<file path="config.mk">
export PLATFORM = sky130hd
export DESIGN_NAME = osc_mode_ctl
export DESIGN_NICKNAME = d
export VERILOG_FILES = /design/src/rtl/osc_pkg.sv /design/src/rtl/osc_mode_ctl.sv /design/src/rtl/osc_trim_slew.sv
export SDC_FILE = /design/constraint.sdc
export NUM_CORES = 1
export LEC_CHECK = 0
export BUFFER_PORTS_ARGS = -buffer_cell sky130_fd_sc_hd__buf_4
export CAP_MARGIN = 20
export CORE_ASPECT_RATIO = 2
export CORE_MARGIN = 2
export CORE_UTILIZATION = 55
export CTS_BUF_LIST = sky130_fd_sc_hd__clkbuf_4 sky130_fd_sc_hd__clkbuf_8
export CTS_CLUSTER_DIAMETER = 200
export DETAILED_ROUTE_END_ITERATION = 10
export PLACE_DENSITY = 0.82
export SETUP_SLACK_MARGIN = 0.05
export SLEW_MARGIN = 0
export SYNTH_ARGS = -nofsm -noshare
export SYNTH_HDL_FRONTEND = slang
export SYNTH_SLANG_ARGS = --single-unit
</file>
<file path="constraint.sdc">
create_clock -name core_clk_i -period 3 [get_ports core_clk_i]
set_input_delay 0.3 -clock core_clk_i [delete_from_list [all_inputs] [get_ports core_clk_i]]
set_output_delay 0.3 -clock core_clk_i [all_outputs]
set_load 0.05 [all_outputs]
</file>
<file path="src/rtl/osc_pkg.sv">
// package: constants for the oscillator mode and start-up control block
package osc_pkg;
    // register byte addresses on the wishbone bus
    localparam logic [7:0] OSC_TRIM_ADDR   = 8'h90;
    localparam logic [7:0] OSC_CTRL_ADDR   = 8'h8F;
    localparam logic [7:0] OSC_CFG_ADDR    = 8'h8C;
    localparam logic [7:0] OSC_STAT_ADDR   = 8'h8D;
    // trim register
    localparam int         TRIM_W          = 5;
    localparam logic [4:0] TRIM_RST        = 5'h00;
    // control register fields
    localparam int         CTRL_SCS_BIT    = 0;
    localparam int         CTRL_HTS_BIT    = 2;
    localparam int         CTRL_OSTS_BIT   = 3;
    localparam int         CTRL_INTERNAL_FREQ_SELECT_LSB   = 4;
    localparam logic [2:0] INTERNAL_FREQ_SELECT_RST        = 3'h6;
    localparam logic [2:0] INTERNAL_FREQ_SELECT_SLOW       = 3'h0;
    localparam logic       SCS_RST         = 1'b0;
    // config register fields
    localparam int         CFG_MODE_LSB    = 0;
    localparam int         CFG_TWO_SPEED_ENABLE_BIT    = 3;
    localparam int         CFG_POWERUP_TIMER_BIT    = 4;
    localparam logic [2:0] MODE_RST        = 3'h0;
    // clock modes
    localparam logic [2:0] MODE_LP         = 3'h0;
    localparam logic [2:0] MODE_XT         = 3'h1;
    localparam logic [2:0] MODE_HS         = 3'h2;
    localparam logic [2:0] MODE_EC         = 3'h3;
    localparam logic [2:0] MODE_INTIO      = 3'h4;
    localparam logic [2:0] MODE_INTCLK     = 3'h5;
    localparam logic [2:0] MODE_RC_NETWORK_IO_MODE       = 3'h6;
    localparam logic [2:0] MODE_RC         = 3'h7;
    // gain settings
    localparam logic [1:0] GAIN_OFF        = 2'h0;
    localparam logic [1:0] GAIN_LOW        = 2'h1;
    localparam logic [1:0] GAIN_MED        = 2'h2;
    localparam logic [1:0] GAIN_HIGH       = 2'h3;
    // timing
    localparam int         OST_CYCLES      = 1024;
    localparam logic [10:0] OST_LAST       = 11'(OST_CYCLES - 1);
    localparam int         CLK_MHZ         = 125;
    localparam int         CPU_DLY_US      = 5;
    localparam int         CPU_DLY_CYC     = CPU_DLY_US * CLK_MHZ;
    localparam logic [10:0] CPU_DLY_LAST   = 11'(CPU_DLY_CYC - 1);
    localparam int         TRIM_SETTLE_MS  = 1;
    localparam int         TRIM_SETTLE_CYC = TRIM_SETTLE_MS * 1000 * CLK_MHZ;
    localparam int         TRIM_STEP_CYC   = TRIM_SETTLE_CYC / 32;
    localparam logic [11:0] TRIM_STEP_LAST = 12'(TRIM_STEP_CYC - 1);
    typedef enum logic [1:0] {ST_IDLE, ST_OST, ST_CPU, ST_RUN} osc_st_t;
endpackage

</file>
<file path="src/rtl/osc_mode_ctl.sv">
// top: oscillator mode, start-up timer, internal osc enables and trim
// Functional notes
// - crystal modes count 1024 osc cycles at start
// - hold program counter while start-up timer runs
// - external clock mode skips start-up timer
// - external clock: clock from input, bit5 freed
// - fully static; clock stop keeps all state
// - crystal modes set low/medium/high amplifier gain
// - rc mode drives divided-by-4 clock out
// - rc io mode: output pin is bit4
// - internal divided_clock_output mode: input pin io, divided_clock_output
// - internal io mode frees both pins
// - fast osc enable from select and two-speed
// - control bit 2 shows fast osc stable
// - 5-bit signed trim, resets to zero
// - trim slews, settles within 1 ms, no flag
// - trim never touches slow oscillator
// - external/rc start gets short cpu delay
// - trim bits 7..5 read as zero
// - frequency select resets to 110
// - slow osc enable when select 000, scs set
// - scs cleared by reset; config mode used
// - 3-bit field picks one of eight modes
`timescale 1ns/10ps
module osc_mode_ctl
    import osc_pkg::*;
(
    input  wire logic        core_clk_i,
    input  wire logic        rst_i,
    input  wire logic        ce_i,
    input  wire logic        osc_in_pin_i,
    input  wire logic        wake_i,
    input  wire logic        powerup_timer_done_i,
    input  wire logic        fast_osc_ready_i,
    input  wire logic        wb_cyc_i,
    input  wire logic        wb_stb_i,
    input  wire logic        wb_we_i,
    input  wire logic [7:0]  wb_adr_i,
    input  wire logic [31:0] wb_dat_i,
    input  wire logic [3:0]  wb_sel_i,
    output logic      [31:0] wb_dat_o,
    output logic             wb_ack_o,
    output logic             wb_err_o,
    output logic             cpu_hold_o,
    output logic             osc_startup_timer_done_o,
    output logic [1:0]       amp_gain_o,
    output logic             sysclk_from_pin_o,
    output logic             osc_in_pin_is_io_o,
    output logic             osc_out_pin_is_io_o,
    output logic             port_a_bit5_is_io_o,
    output logic             port_a_bit4_is_io_o,
    output logic             divided_clock_output_o,
    output logic             divided_clock_output_oe_o,
    output logic             fast_internal_osc_en_o,
    output logic             slow_internal_osc_en_o,
    output logic [TRIM_W-1:0] fast_osc_trim_o
);
    typedef struct packed {
        logic              in_s1;
        logic              in_s2;
        logic              in_s3;
        logic              powerup_timer_s1;
        logic              powerup_timer_s2;
        logic              wake_s1;
        logic              wake_s2;
        logic              wake_s3;
        logic              rdy_s1;
        logic              rdy_s2;
        logic              started;
        osc_st_t           st;
        logic [10:0]       cnt;
        logic [1:0]        div;
        logic [TRIM_W-1:0] trim;
        logic [2:0]        internal_freq_select;
        logic              sysclk_source_select;
        logic [2:0]        mode;
        logic              two_speed_enable;
        logic              powerup_timer_en;
        logic              ack;
        logic              err;
        logic [31:0]       rdat;
        logic              hold;
        logic              done;
        logic [1:0]        gain;
        logic [5:0]        pins;
        logic              clko;
        logic              clko_oe;
        logic              hf_en;
        logic              lf_en;
    } osc_top_t;

    osc_top_t r_q;
    osc_top_t r_d;
    logic [TRIM_W-1:0] trim_applied;
    logic              is_xtal;
    logic              req;
    logic              start_ev;
    logic              clk_src_rise;
    logic              divsrc;

    osc_trim_slew u_slew (
        .core_clk_i (core_clk_i),
        .rst_i      (rst_i),
        .ce_i       (ce_i),
        .target_i   (r_q.trim),
        .applied_o  (trim_applied)
    );

    always_comb
    begin
        r_d          = r_q;
        // mode decode
        is_xtal      = (r_q.mode == MODE_LP) || (r_q.mode == MODE_XT) || (r_q.mode == MODE_HS);
        req          = wb_cyc_i && wb_stb_i && !r_q.ack && !r_q.err;
        clk_src_rise = r_q.in_s2 && !r_q.in_s3;
        start_ev     = (!r_q.started && (!r_q.powerup_timer_en || r_q.powerup_timer_s2))
                       || (r_q.wake_s2 && !r_q.wake_s3);
        divsrc       = clk_src_rise;
        if (ce_i) // clock enable low freezes everything
        begin
            r_d.in_s1   = osc_in_pin_i;
            r_d.in_s2   = r_q.in_s1;
            r_d.in_s3   = r_q.in_s2;
            r_d.powerup_timer_s1 = powerup_timer_done_i;
            r_d.powerup_timer_s2 = r_q.powerup_timer_s1;
            r_d.wake_s1 = wake_i;
            r_d.wake_s2 = r_q.wake_s1;
            r_d.wake_s3 = r_q.wake_s2;
            r_d.rdy_s1  = fast_osc_ready_i;
            r_d.rdy_s2  = r_q.rdy_s1;
            // start-up sequencing
            if (start_ev)
            begin
                r_d.started = 1'b1;
                r_d.cnt     = 11'h000;
                if (is_xtal)
                    r_d.st = ST_OST;
                else if (r_q.mode == MODE_EC || r_q.mode == MODE_RC || r_q.mode == MODE_RC_NETWORK_IO_MODE)
                    r_d.st = ST_CPU;
                else
                    r_d.st = ST_RUN;
            end
            else
            begin
                unique case (r_q.st)
                    ST_IDLE: r_d.st = ST_IDLE;
                    ST_OST:
                    begin
                        if (clk_src_rise)
                        begin
                            if (r_q.cnt == OST_LAST)
                                r_d.st = ST_RUN;
                            else
                                r_d.cnt = r_q.cnt + 11'h001;
                        end
                    end
                    ST_CPU:
                    begin
                        if (r_q.cnt == CPU_DLY_LAST)
                            r_d.st = ST_RUN;
                        else
                            r_d.cnt = r_q.cnt + 11'h001;
                    end
                    ST_RUN:  r_d.st = ST_RUN;
                endcase
            end
            r_d.hold = (r_d.st != ST_RUN);
            r_d.done = (r_d.st == ST_RUN);
            // divide-by-4 clock source: pin for rc, internal tick otherwise
            if (r_q.mode == MODE_RC)
                divsrc = clk_src_rise;
            else
                divsrc = 1'b1;
            if (divsrc)
                r_d.div = r_q.div + 2'h1;
            r_d.clko    = r_q.div[1];
            r_d.clko_oe = (r_q.mode == MODE_RC) || (r_q.mode == MODE_INTCLK);
            // gain select
            unique case (r_q.mode)
                MODE_LP: r_d.gain = GAIN_LOW;
                MODE_XT: r_d.gain = GAIN_MED;
                MODE_HS: r_d.gain = GAIN_HIGH;
                default: r_d.gain = GAIN_OFF;
            endcase
            // pins: {sysclk_pin, in_io, out_io, bit5_io, bit4_io, unused}
            r_d.pins[5] = (r_q.mode == MODE_EC) && !r_q.sysclk_source_select;
            r_d.pins[4] = (r_q.mode == MODE_INTCLK) || (r_q.mode == MODE_INTIO);
            r_d.pins[3] = (r_q.mode == MODE_RC_NETWORK_IO_MODE) || (r_q.mode == MODE_INTIO)
                          || (r_q.mode == MODE_EC);
            r_d.pins[2] = r_d.pins[4] || (r_q.mode == MODE_EC);
            r_d.pins[1] = r_d.pins[3];
            r_d.pins[0] = 1'b0;
            // internal oscillator enables
            r_d.hf_en = (r_q.internal_freq_select != INTERNAL_FREQ_SELECT_SLOW) && (r_q.sysclk_source_select || r_q.two_speed_enable);
            r_d.lf_en = (r_q.internal_freq_select == INTERNAL_FREQ_SELECT_SLOW) && r_q.sysclk_source_select;
            // wishbone slave, one-cycle answer
            r_d.ack = 1'b0;
            r_d.err = 1'b0;
            if (req)
            begin
                unique case (wb_adr_i)
                    OSC_TRIM_ADDR:
                    begin
                        r_d.ack  = 1'b1;
                        r_d.rdat = {27'h0000000, r_q.trim};
                        if (wb_we_i && wb_sel_i[0])
                            r_d.trim = wb_dat_i[TRIM_W-1:0];
                    end
                    OSC_CTRL_ADDR:
                    begin
                        r_d.ack  = 1'b1;
                        r_d.rdat = {24'h000000, 1'b0, r_q.internal_freq_select, r_q.done && is_xtal,
                                    r_q.rdy_s2 && r_q.hf_en, 1'b0, r_q.sysclk_source_select};
                        if (wb_we_i && wb_sel_i[0])
                        begin
                            r_d.internal_freq_select = wb_dat_i[CTRL_INTERNAL_FREQ_SELECT_LSB +: 3];
                            r_d.sysclk_source_select  = wb_dat_i[CTRL_SCS_BIT];
                        end
                    end
                    OSC_CFG_ADDR:
                    begin
                        r_d.ack  = 1'b1;
                        r_d.rdat = {27'h0000000, r_q.powerup_timer_en, r_q.two_speed_enable, r_q.mode};
                        if (wb_we_i && wb_sel_i[0])
                        begin
                            r_d.mode    = wb_dat_i[CFG_MODE_LSB +: 3];
                            r_d.two_speed_enable    = wb_dat_i[CFG_TWO_SPEED_ENABLE_BIT];
                            r_d.powerup_timer_en = wb_dat_i[CFG_POWERUP_TIMER_BIT];
                        end
                    end
                    OSC_STAT_ADDR:
                    begin
                        r_d.ack  = 1'b1;
                        r_d.rdat = {24'h000000, 3'h0, r_q.hold, r_q.done,
                                    r_q.gain, r_q.st == ST_OST};
                    end
                    default:
                    begin
                        r_d.err  = 1'b1;
                        r_d.rdat = 32'h00000000;
                    end
                endcase
            end
        end
    end

    always_ff @(posedge core_clk_i)
    begin
        if (rst_i)
        begin
            r_q         <= '0;
            r_q.st      <= ST_IDLE;
            r_q.trim    <= TRIM_RST;
            r_q.internal_freq_select    <= INTERNAL_FREQ_SELECT_RST;
            r_q.sysclk_source_select     <= SCS_RST;
            r_q.mode    <= MODE_RST;
            r_q.hold    <= 1'b1;
            // pin already high at release is not a rising edge
            r_q.in_s1   <= 1'b1;
            r_q.in_s2   <= 1'b1;
            r_q.in_s3   <= 1'b1;
        end
        else
            r_q <= r_d;
    end

    assign wb_dat_o                  = r_q.rdat;
    assign wb_ack_o                  = r_q.ack;
    assign wb_err_o                  = r_q.err;
    assign cpu_hold_o                = r_q.hold;
    assign osc_startup_timer_done_o  = r_q.done;
    assign amp_gain_o                = r_q.gain;
    assign sysclk_from_pin_o         = r_q.pins[5];
    assign osc_in_pin_is_io_o        = r_q.pins[4];
    assign osc_out_pin_is_io_o       = r_q.pins[3];
    assign port_a_bit5_is_io_o       = r_q.pins[2];
    assign port_a_bit4_is_io_o       = r_q.pins[1];
    assign divided_clock_output_o    = r_q.clko;
    assign divided_clock_output_oe_o = r_q.clko_oe;
    assign fast_internal_osc_en_o    = r_q.hf_en;
    assign slow_internal_osc_en_o    = r_q.lf_en;
    assign fast_osc_trim_o           = trim_applied;
endmodule // osc_mode_ctl

</file>
<file path="src/rtl/osc_trim_slew.sv">
// trim slew: walks the applied trim toward the written value
`timescale 1ns/10ps
module osc_trim_slew
    import osc_pkg::*;
(
    input  wire logic              core_clk_i,
    input  wire logic              rst_i,
    input  wire logic              ce_i,
    input  wire logic [TRIM_W-1:0] target_i,
    output logic      [TRIM_W-1:0] applied_o
);
    typedef struct packed {
        logic [TRIM_W-1:0] cur;
        logic [11:0]       tick;
    } osc_slew_t;

    osc_slew_t s_q;
    osc_slew_t s_d;

    always_comb
    begin
        s_d = s_q;
        if (ce_i)
        begin
            if (s_q.cur == target_i)
                s_d.tick = 12'h000;
            else if (s_q.tick == TRIM_STEP_LAST)
            begin
                s_d.tick = 12'h000;
                // one signed step per tick, settles within the window
                if ($signed(target_i) > $signed(s_q.cur))
                    s_d.cur = s_q.cur + 5'h01;
                else
                    s_d.cur = s_q.cur - 5'h01;
            end
            else
                s_d.tick = s_q.tick + 12'h001;
        end
    end

    always_ff @(posedge core_clk_i)
    begin
        if (rst_i)
            s_q <= '{cur: TRIM_RST, tick: 12'h000};
        else
            s_q <= s_d;
    end

    assign applied_o = s_q.cur;
endmodule // osc_trim_slew

</file>
Word level (Yosys, flattened, before mapping)
Cells that the tools add are included.
- add/subtract/negate cells: 5
- $mul: 0
- divide/modulo/power cells: 0
- order comparisons: 1
- equal/unequal tests: 24
- shift-type cells: 0
- multiplexer cells: 21
- bitwise logic cells: 1
- reductions and logical operators: 44
- operators by type and width (operator ; number):
    13-bit 2-to-1 mux ; 3
    34-bit 2-to-1 mux ; 1
    8-bit == test, second input constant ; 4
    7-bit one-hot mux with 4 select lines ; 1
    12-bit 2-to-1 mux ; 2
    11-bit by 10-bit == test with 1-bit output, second input constant ; 2
    11-bit 2-to-1 mux ; 2
    11-bit one-hot mux with 2 select lines ; 1
    12-bit by 1-bit adder with 12-bit output, second input constant ; 1
    12-bit == test, second input constant ; 1
    3-bit == test, second input constant ; 4
    1-bit logical AND ; 12
    1-bit logical OR ; 12
    4-bit != test, second input constant ; 3
    4-bit AND reduction ; 3
    11-bit by 1-bit adder with 11-bit output, second input constant ; 1
    2-bit one-hot mux with 4 select lines ; 1
    1-bit logical NOT ; 7
    2-bit == test, second input constant ; 3
    3-bit by 2-bit == test with 1-bit output, second input constant ; 2
    3-bit logical NOT ; 2
    2-bit 2-to-1 mux ; 3
    2-bit one-hot mux with 3 select lines ; 1
    2-bit AND reduction ; 3
    other kinds (17) ; 21
- bits in registers: 104
- latch bits: 0
- bits in writable memories: 0
- bits in read-only memories: 0
- output and inout port bits: 52
- memories: 0

Logic depth before layout (Yosys ltp)
- word-level depth: 8
- gate-level depth with buffers: 14

Modules after synthesis
A second synthesis with hierarchy kept.
- cells, all modules: 504
- area, all modules: 4459.3 um^2
- by module, submodules not included (module ; instances ; cells an instance ; area each (um^2)):
    osc_mode_ctl ; 1 ; 368 ; 3248.1
    osc_trim_slew ; 1 ; 136 ; 1211.2

Worst setup path before layout
OpenSTA, ideal clock, no wires.
- path kind: flip-flop to flip-flop
- from: reg u_slew.s_q, in the netlist u_slew.applied_o[1]
- to: reg u_slew.s_q, in the netlist u_slew.applied_o[4]
- setup time: 0.131 ns
- data arrival time: 2.600 ns
- required time: 2.869 ns
- slack: 0.269 ns
- cell stages (with the launch flop): 15
- cells stage by stage: dfxtp_1 -> inv_1 -> ha_1 -> nor2b_1 -> o21ai_0 -> a32oi_1 -> and2_1 -> inv_1 -> ha_1 -> nor2b_1 -> o21a_1 -> nor2_1 -> nor4_1 -> a2111oi_0 -> nand2_1
- word-level cells in the longest chain between the ends: 3
- RTL lines (item ; RTL line ; source):
    start: declaration ; osc_trim_slew.sv:17 ; osc_slew_t s_q;
    start signal: assignment ; osc_trim_slew.sv:44 ; s_q <= '{cur: TRIM_RST, tick: 12'h000};
    branches (longest 3 deep; another with 5-bit by 1-bit subtractor with 5-bit output) ; - ;
Parallel ways; which one is timed is not known.
A chain may end at the register's enable or synchronous reset.

Worst setup path after layout
Ends and elaborated chain as after synthesis.

==> key figures <==
Die
  – Die area: 0.00849 mm²
  – Ports: 106
  – Starting Density: 56.3%
  – Core Area: around 0.0075 mm²
  – Die Wd: roughly 66 µm
  – Cell row count: 45
  – Die height: about 130 µm

Global route
  – Vias in the first global route: about 3,600
  – Initial antenna violation count: 0
  – Largest net degree at the start of global routing: 69
  – Gr usage total: 24.4%
  – Grt ovf: 0
  – First-pass GRT wire length: 16,300 µm

Clocking
  – Num CTS Buffers: 9
  – Longest Clk Path Bufs: 2
  – CTS Hold Bufs: 0
  – CTS tree: yes
  – Max H-tree Level: 3
  – Clk_lat worst skew: 0.36 ns
  – CTS root buf: clkbuf_8
  – # clock sinks: 78
  – Clock slew at reported path FFs: approximately 0.08 ns

Worst hold path
  – Hold crit path type: primary input to register

Timing
  – Max Clock Freq: 0.355 GHz
  – Final Hold Vio Count: 0
  – Setup TNS: 0 ns
  – Post-route clock period utilization: 93.9%
  – Final Skew: 0.0115 ns
  – Minimum clock period: 2.82 ns
  – RSZ-0062 raised after global routing: no
  – Measured slew at the worst slew-check pin: 0.683 ns
  – Final Slew Violations: 0
  – Endpoints failing setup: 0
  – Slew margin rel.: ~54%

Critical path
  – Worst path required time: 3.30 ns
  – Worst-path maximum fanout: 3
  – FF-to-FF setup slack: 0.18 ns
  – Classification of the worst setup path: register to register
  – Crit start category: register
  – Critical Path AT: 3.12 ns
  – Critical Path Sink Type: register

Logic synthesis
  – Fraction of registers with async set/reset: 0%
  – Top FF cell, synth: dfxtp_1
  – Sequential share of the synthesized area: 36.7%
  – Yosys warning total: 0
  – Synthesized area: 0.00425 mm²
  – Synth Instances: 498
  – Mapped Avg Cell Area: 8.53 µm²
  – Flop and latch count out of synthesis: 78
  – Number of synthesized flops with an enable pin: 0
  – Library cells used by synthesis: 66

Route
  – Routed vias: 3,629
  – Final routed DRC violation total: 0
  – Final Routed Wirelength: between 9000 and 10,000 µm
  – First drt pass iteration count: 7
  – Detailed router's first-iteration violation count: 216
  – Final ANT Viol Nets: 0
  – Post-DR wirelength/cell: 15.7 µm
  – DR vias/cell: 5.71

Placement
  – Port Buffers: 52
  – Placer Congestion: about 0.87
  – Dpl hpwl: slightly above 7000 µm
  – Post-Place Cells: around 600
  – Dpl cell area: around 0.0045 mm²

Flow run
  – Max-cap violations: 0

Final layout
  – Layout cells sized above 1: around 22%
  – Layout area overhead: 14.1%
  – Layout Cell Area excl Fill: 0.00485 mm²
  – Non-filler cells, final: ~640
  – Final #Nets: roughly 610
  – Diodes inserted: 0

Power and ir drop
  – Peak supply drop: 0.392 mV
  – LEAKAGE: between 1.5 and 2 nW
  – Pwr dens: between 400 and 500 mW/mm²

Run status
  – Outcome: complete, no violations
==> cell usage after synthesis, types with 6 or more instances <==
master,count,share of area (%)
a21oi_1,23,2.7
clkbuf_1,16,1.4
nor2b_1,10,1.5
nand2_1,28,2.5
o21ai_0,13,1.5
mux2i_1,22,5.2
nand4_1,6,0.88
nor2_1,76,6.7
nor3_1,13,1.5
buf_4,41,7.2
dfxtp_1,78,37
ha_1,17,5.0
inv_1,17,1.5
o22ai_1,7,1.0
xnor2_1,12,2.5
nor4_1,6,0.88
a22oi_1,8,1.4
nand3_1,18,2.1
==> per-layer routing <==
layer | global-route usage (%) | part of all wire (%) | vias to the layer above
li1 | - | - | 1769
met1 | 26.9 | 37 | 1694
met2 | 42.9 | 53 | 134
met3 | 3.16 | 4.7 | 32
met4 | 15.2 | 5.2 | 0
met5 | 0 | 0 | -
==> worst max-delay path, cell delays in order, from the launching register on <==
cell       delay (ns)
dfxtp_2          0.34
inv_2            0.05
ha_4             0.26
nor2b_2          0.15
o21ai_2          0.07
a32oi_2          0.24
and2_4           0.18
inv_1            0.07
buf_4            0.16
ha_1             0.30
o21a_1           0.14
or4_4            0.42
a211oi_2         0.23
a2111oi_2        0.07
nand2_1          0.09
==> sequential cells by signal, summed over array words and instances, names as in the netlist, 2 cells and up <==
register and flops:
r_q 40, u_slew.applied_o 5, u_slew.s_q 12, amp_gain_o 2, wb_dat_o 7
==> cells in the final DEF (no fill, tap or decap), types with 12 or more instances in the layout <==
master and n:
nor2_1 75, dfxtp_1 72, buf_4 64, nand2_1 28, conb_1 25, a21oi_1 23, mux2i_1 22, nand3_1 18
inv_1 15, ha_1 14, nor3_1 12, o21ai_0 12, xnor2_1 12
==> logic make-up after synthesis <==
kind of cell             share of synthesized area, %
AO/OA/AOI/OAI                                    13.9
adder cells (fa/ha/maj)                          5.48
AND/OR/NAND/NOR                                  24.2
buffers and inverters                            10.5
XOR/XNOR                                         3.09
other                                          0.0882
multiplexers                                     5.98
flip-flops                                       36.7
==> path summary, 6_finish.rpt <==
check             cells past startpoint                               end                        startpoint
setup / recovery                     14  u_slew.applied_o[4]$_SDFFE_PP0P_  u_slew.applied_o[1]$_SDFFE_PP0P_
hold / removal                        2              r_q[55]$_SDFFE_PP1P_                       wb_dat_i[5]
setup reg to reg                     14  u_slew.applied_o[4]$_SDFFE_PP0P_  u_slew.applied_o[1]$_SDFFE_PP0P_
hold reg to reg                       1              r_q[86]$_SDFFE_PP1P_              r_q[87]$_SDFFE_PP1P_
==> final cells by class <==
cell class	instances	area, µm²
fill	652	2700
multi-input combinational	366	2410
sequential	78	1570
timing repair buffer	64	480
clock buffer	12	153
tap	94	118
inverter	17	63.8
clock inverter	4	53.8
==> power breakdown <==
group          internal (W)  total [W]  leakage, nW  switching, W
combinational     0.0000726   0.000253         1.13      0.000180
clock              0.000429   0.000815        0.100      0.000386
sequential          0.00105    0.00107        0.635     0.0000161
total               0.00155    0.00214         1.86      0.000583
==> timing repair <==
action                                  CTS  global route
gates resized for setup                   0            24
buffers inserted                          0             2
endpoints found under the setup margin    0             1
==> per-stage QoR <==
stage	util, %	total power (W)	worst slack, ns	hold WS (ns)
final	64.3	0.00214	0.184	0.142
after global routing	64.3	0.00221	0.0266	0.142
after CTS	62.9	0.00214	0.0711	0.135
after detailed placement	60.2	0.00134	0.0797	0.446
after global placement	60.2	0.00134	0.107	0.438
after floorplan	-	0.00130	0.269	0.418
Note: power is estimated with default switching activity, not from simulation.
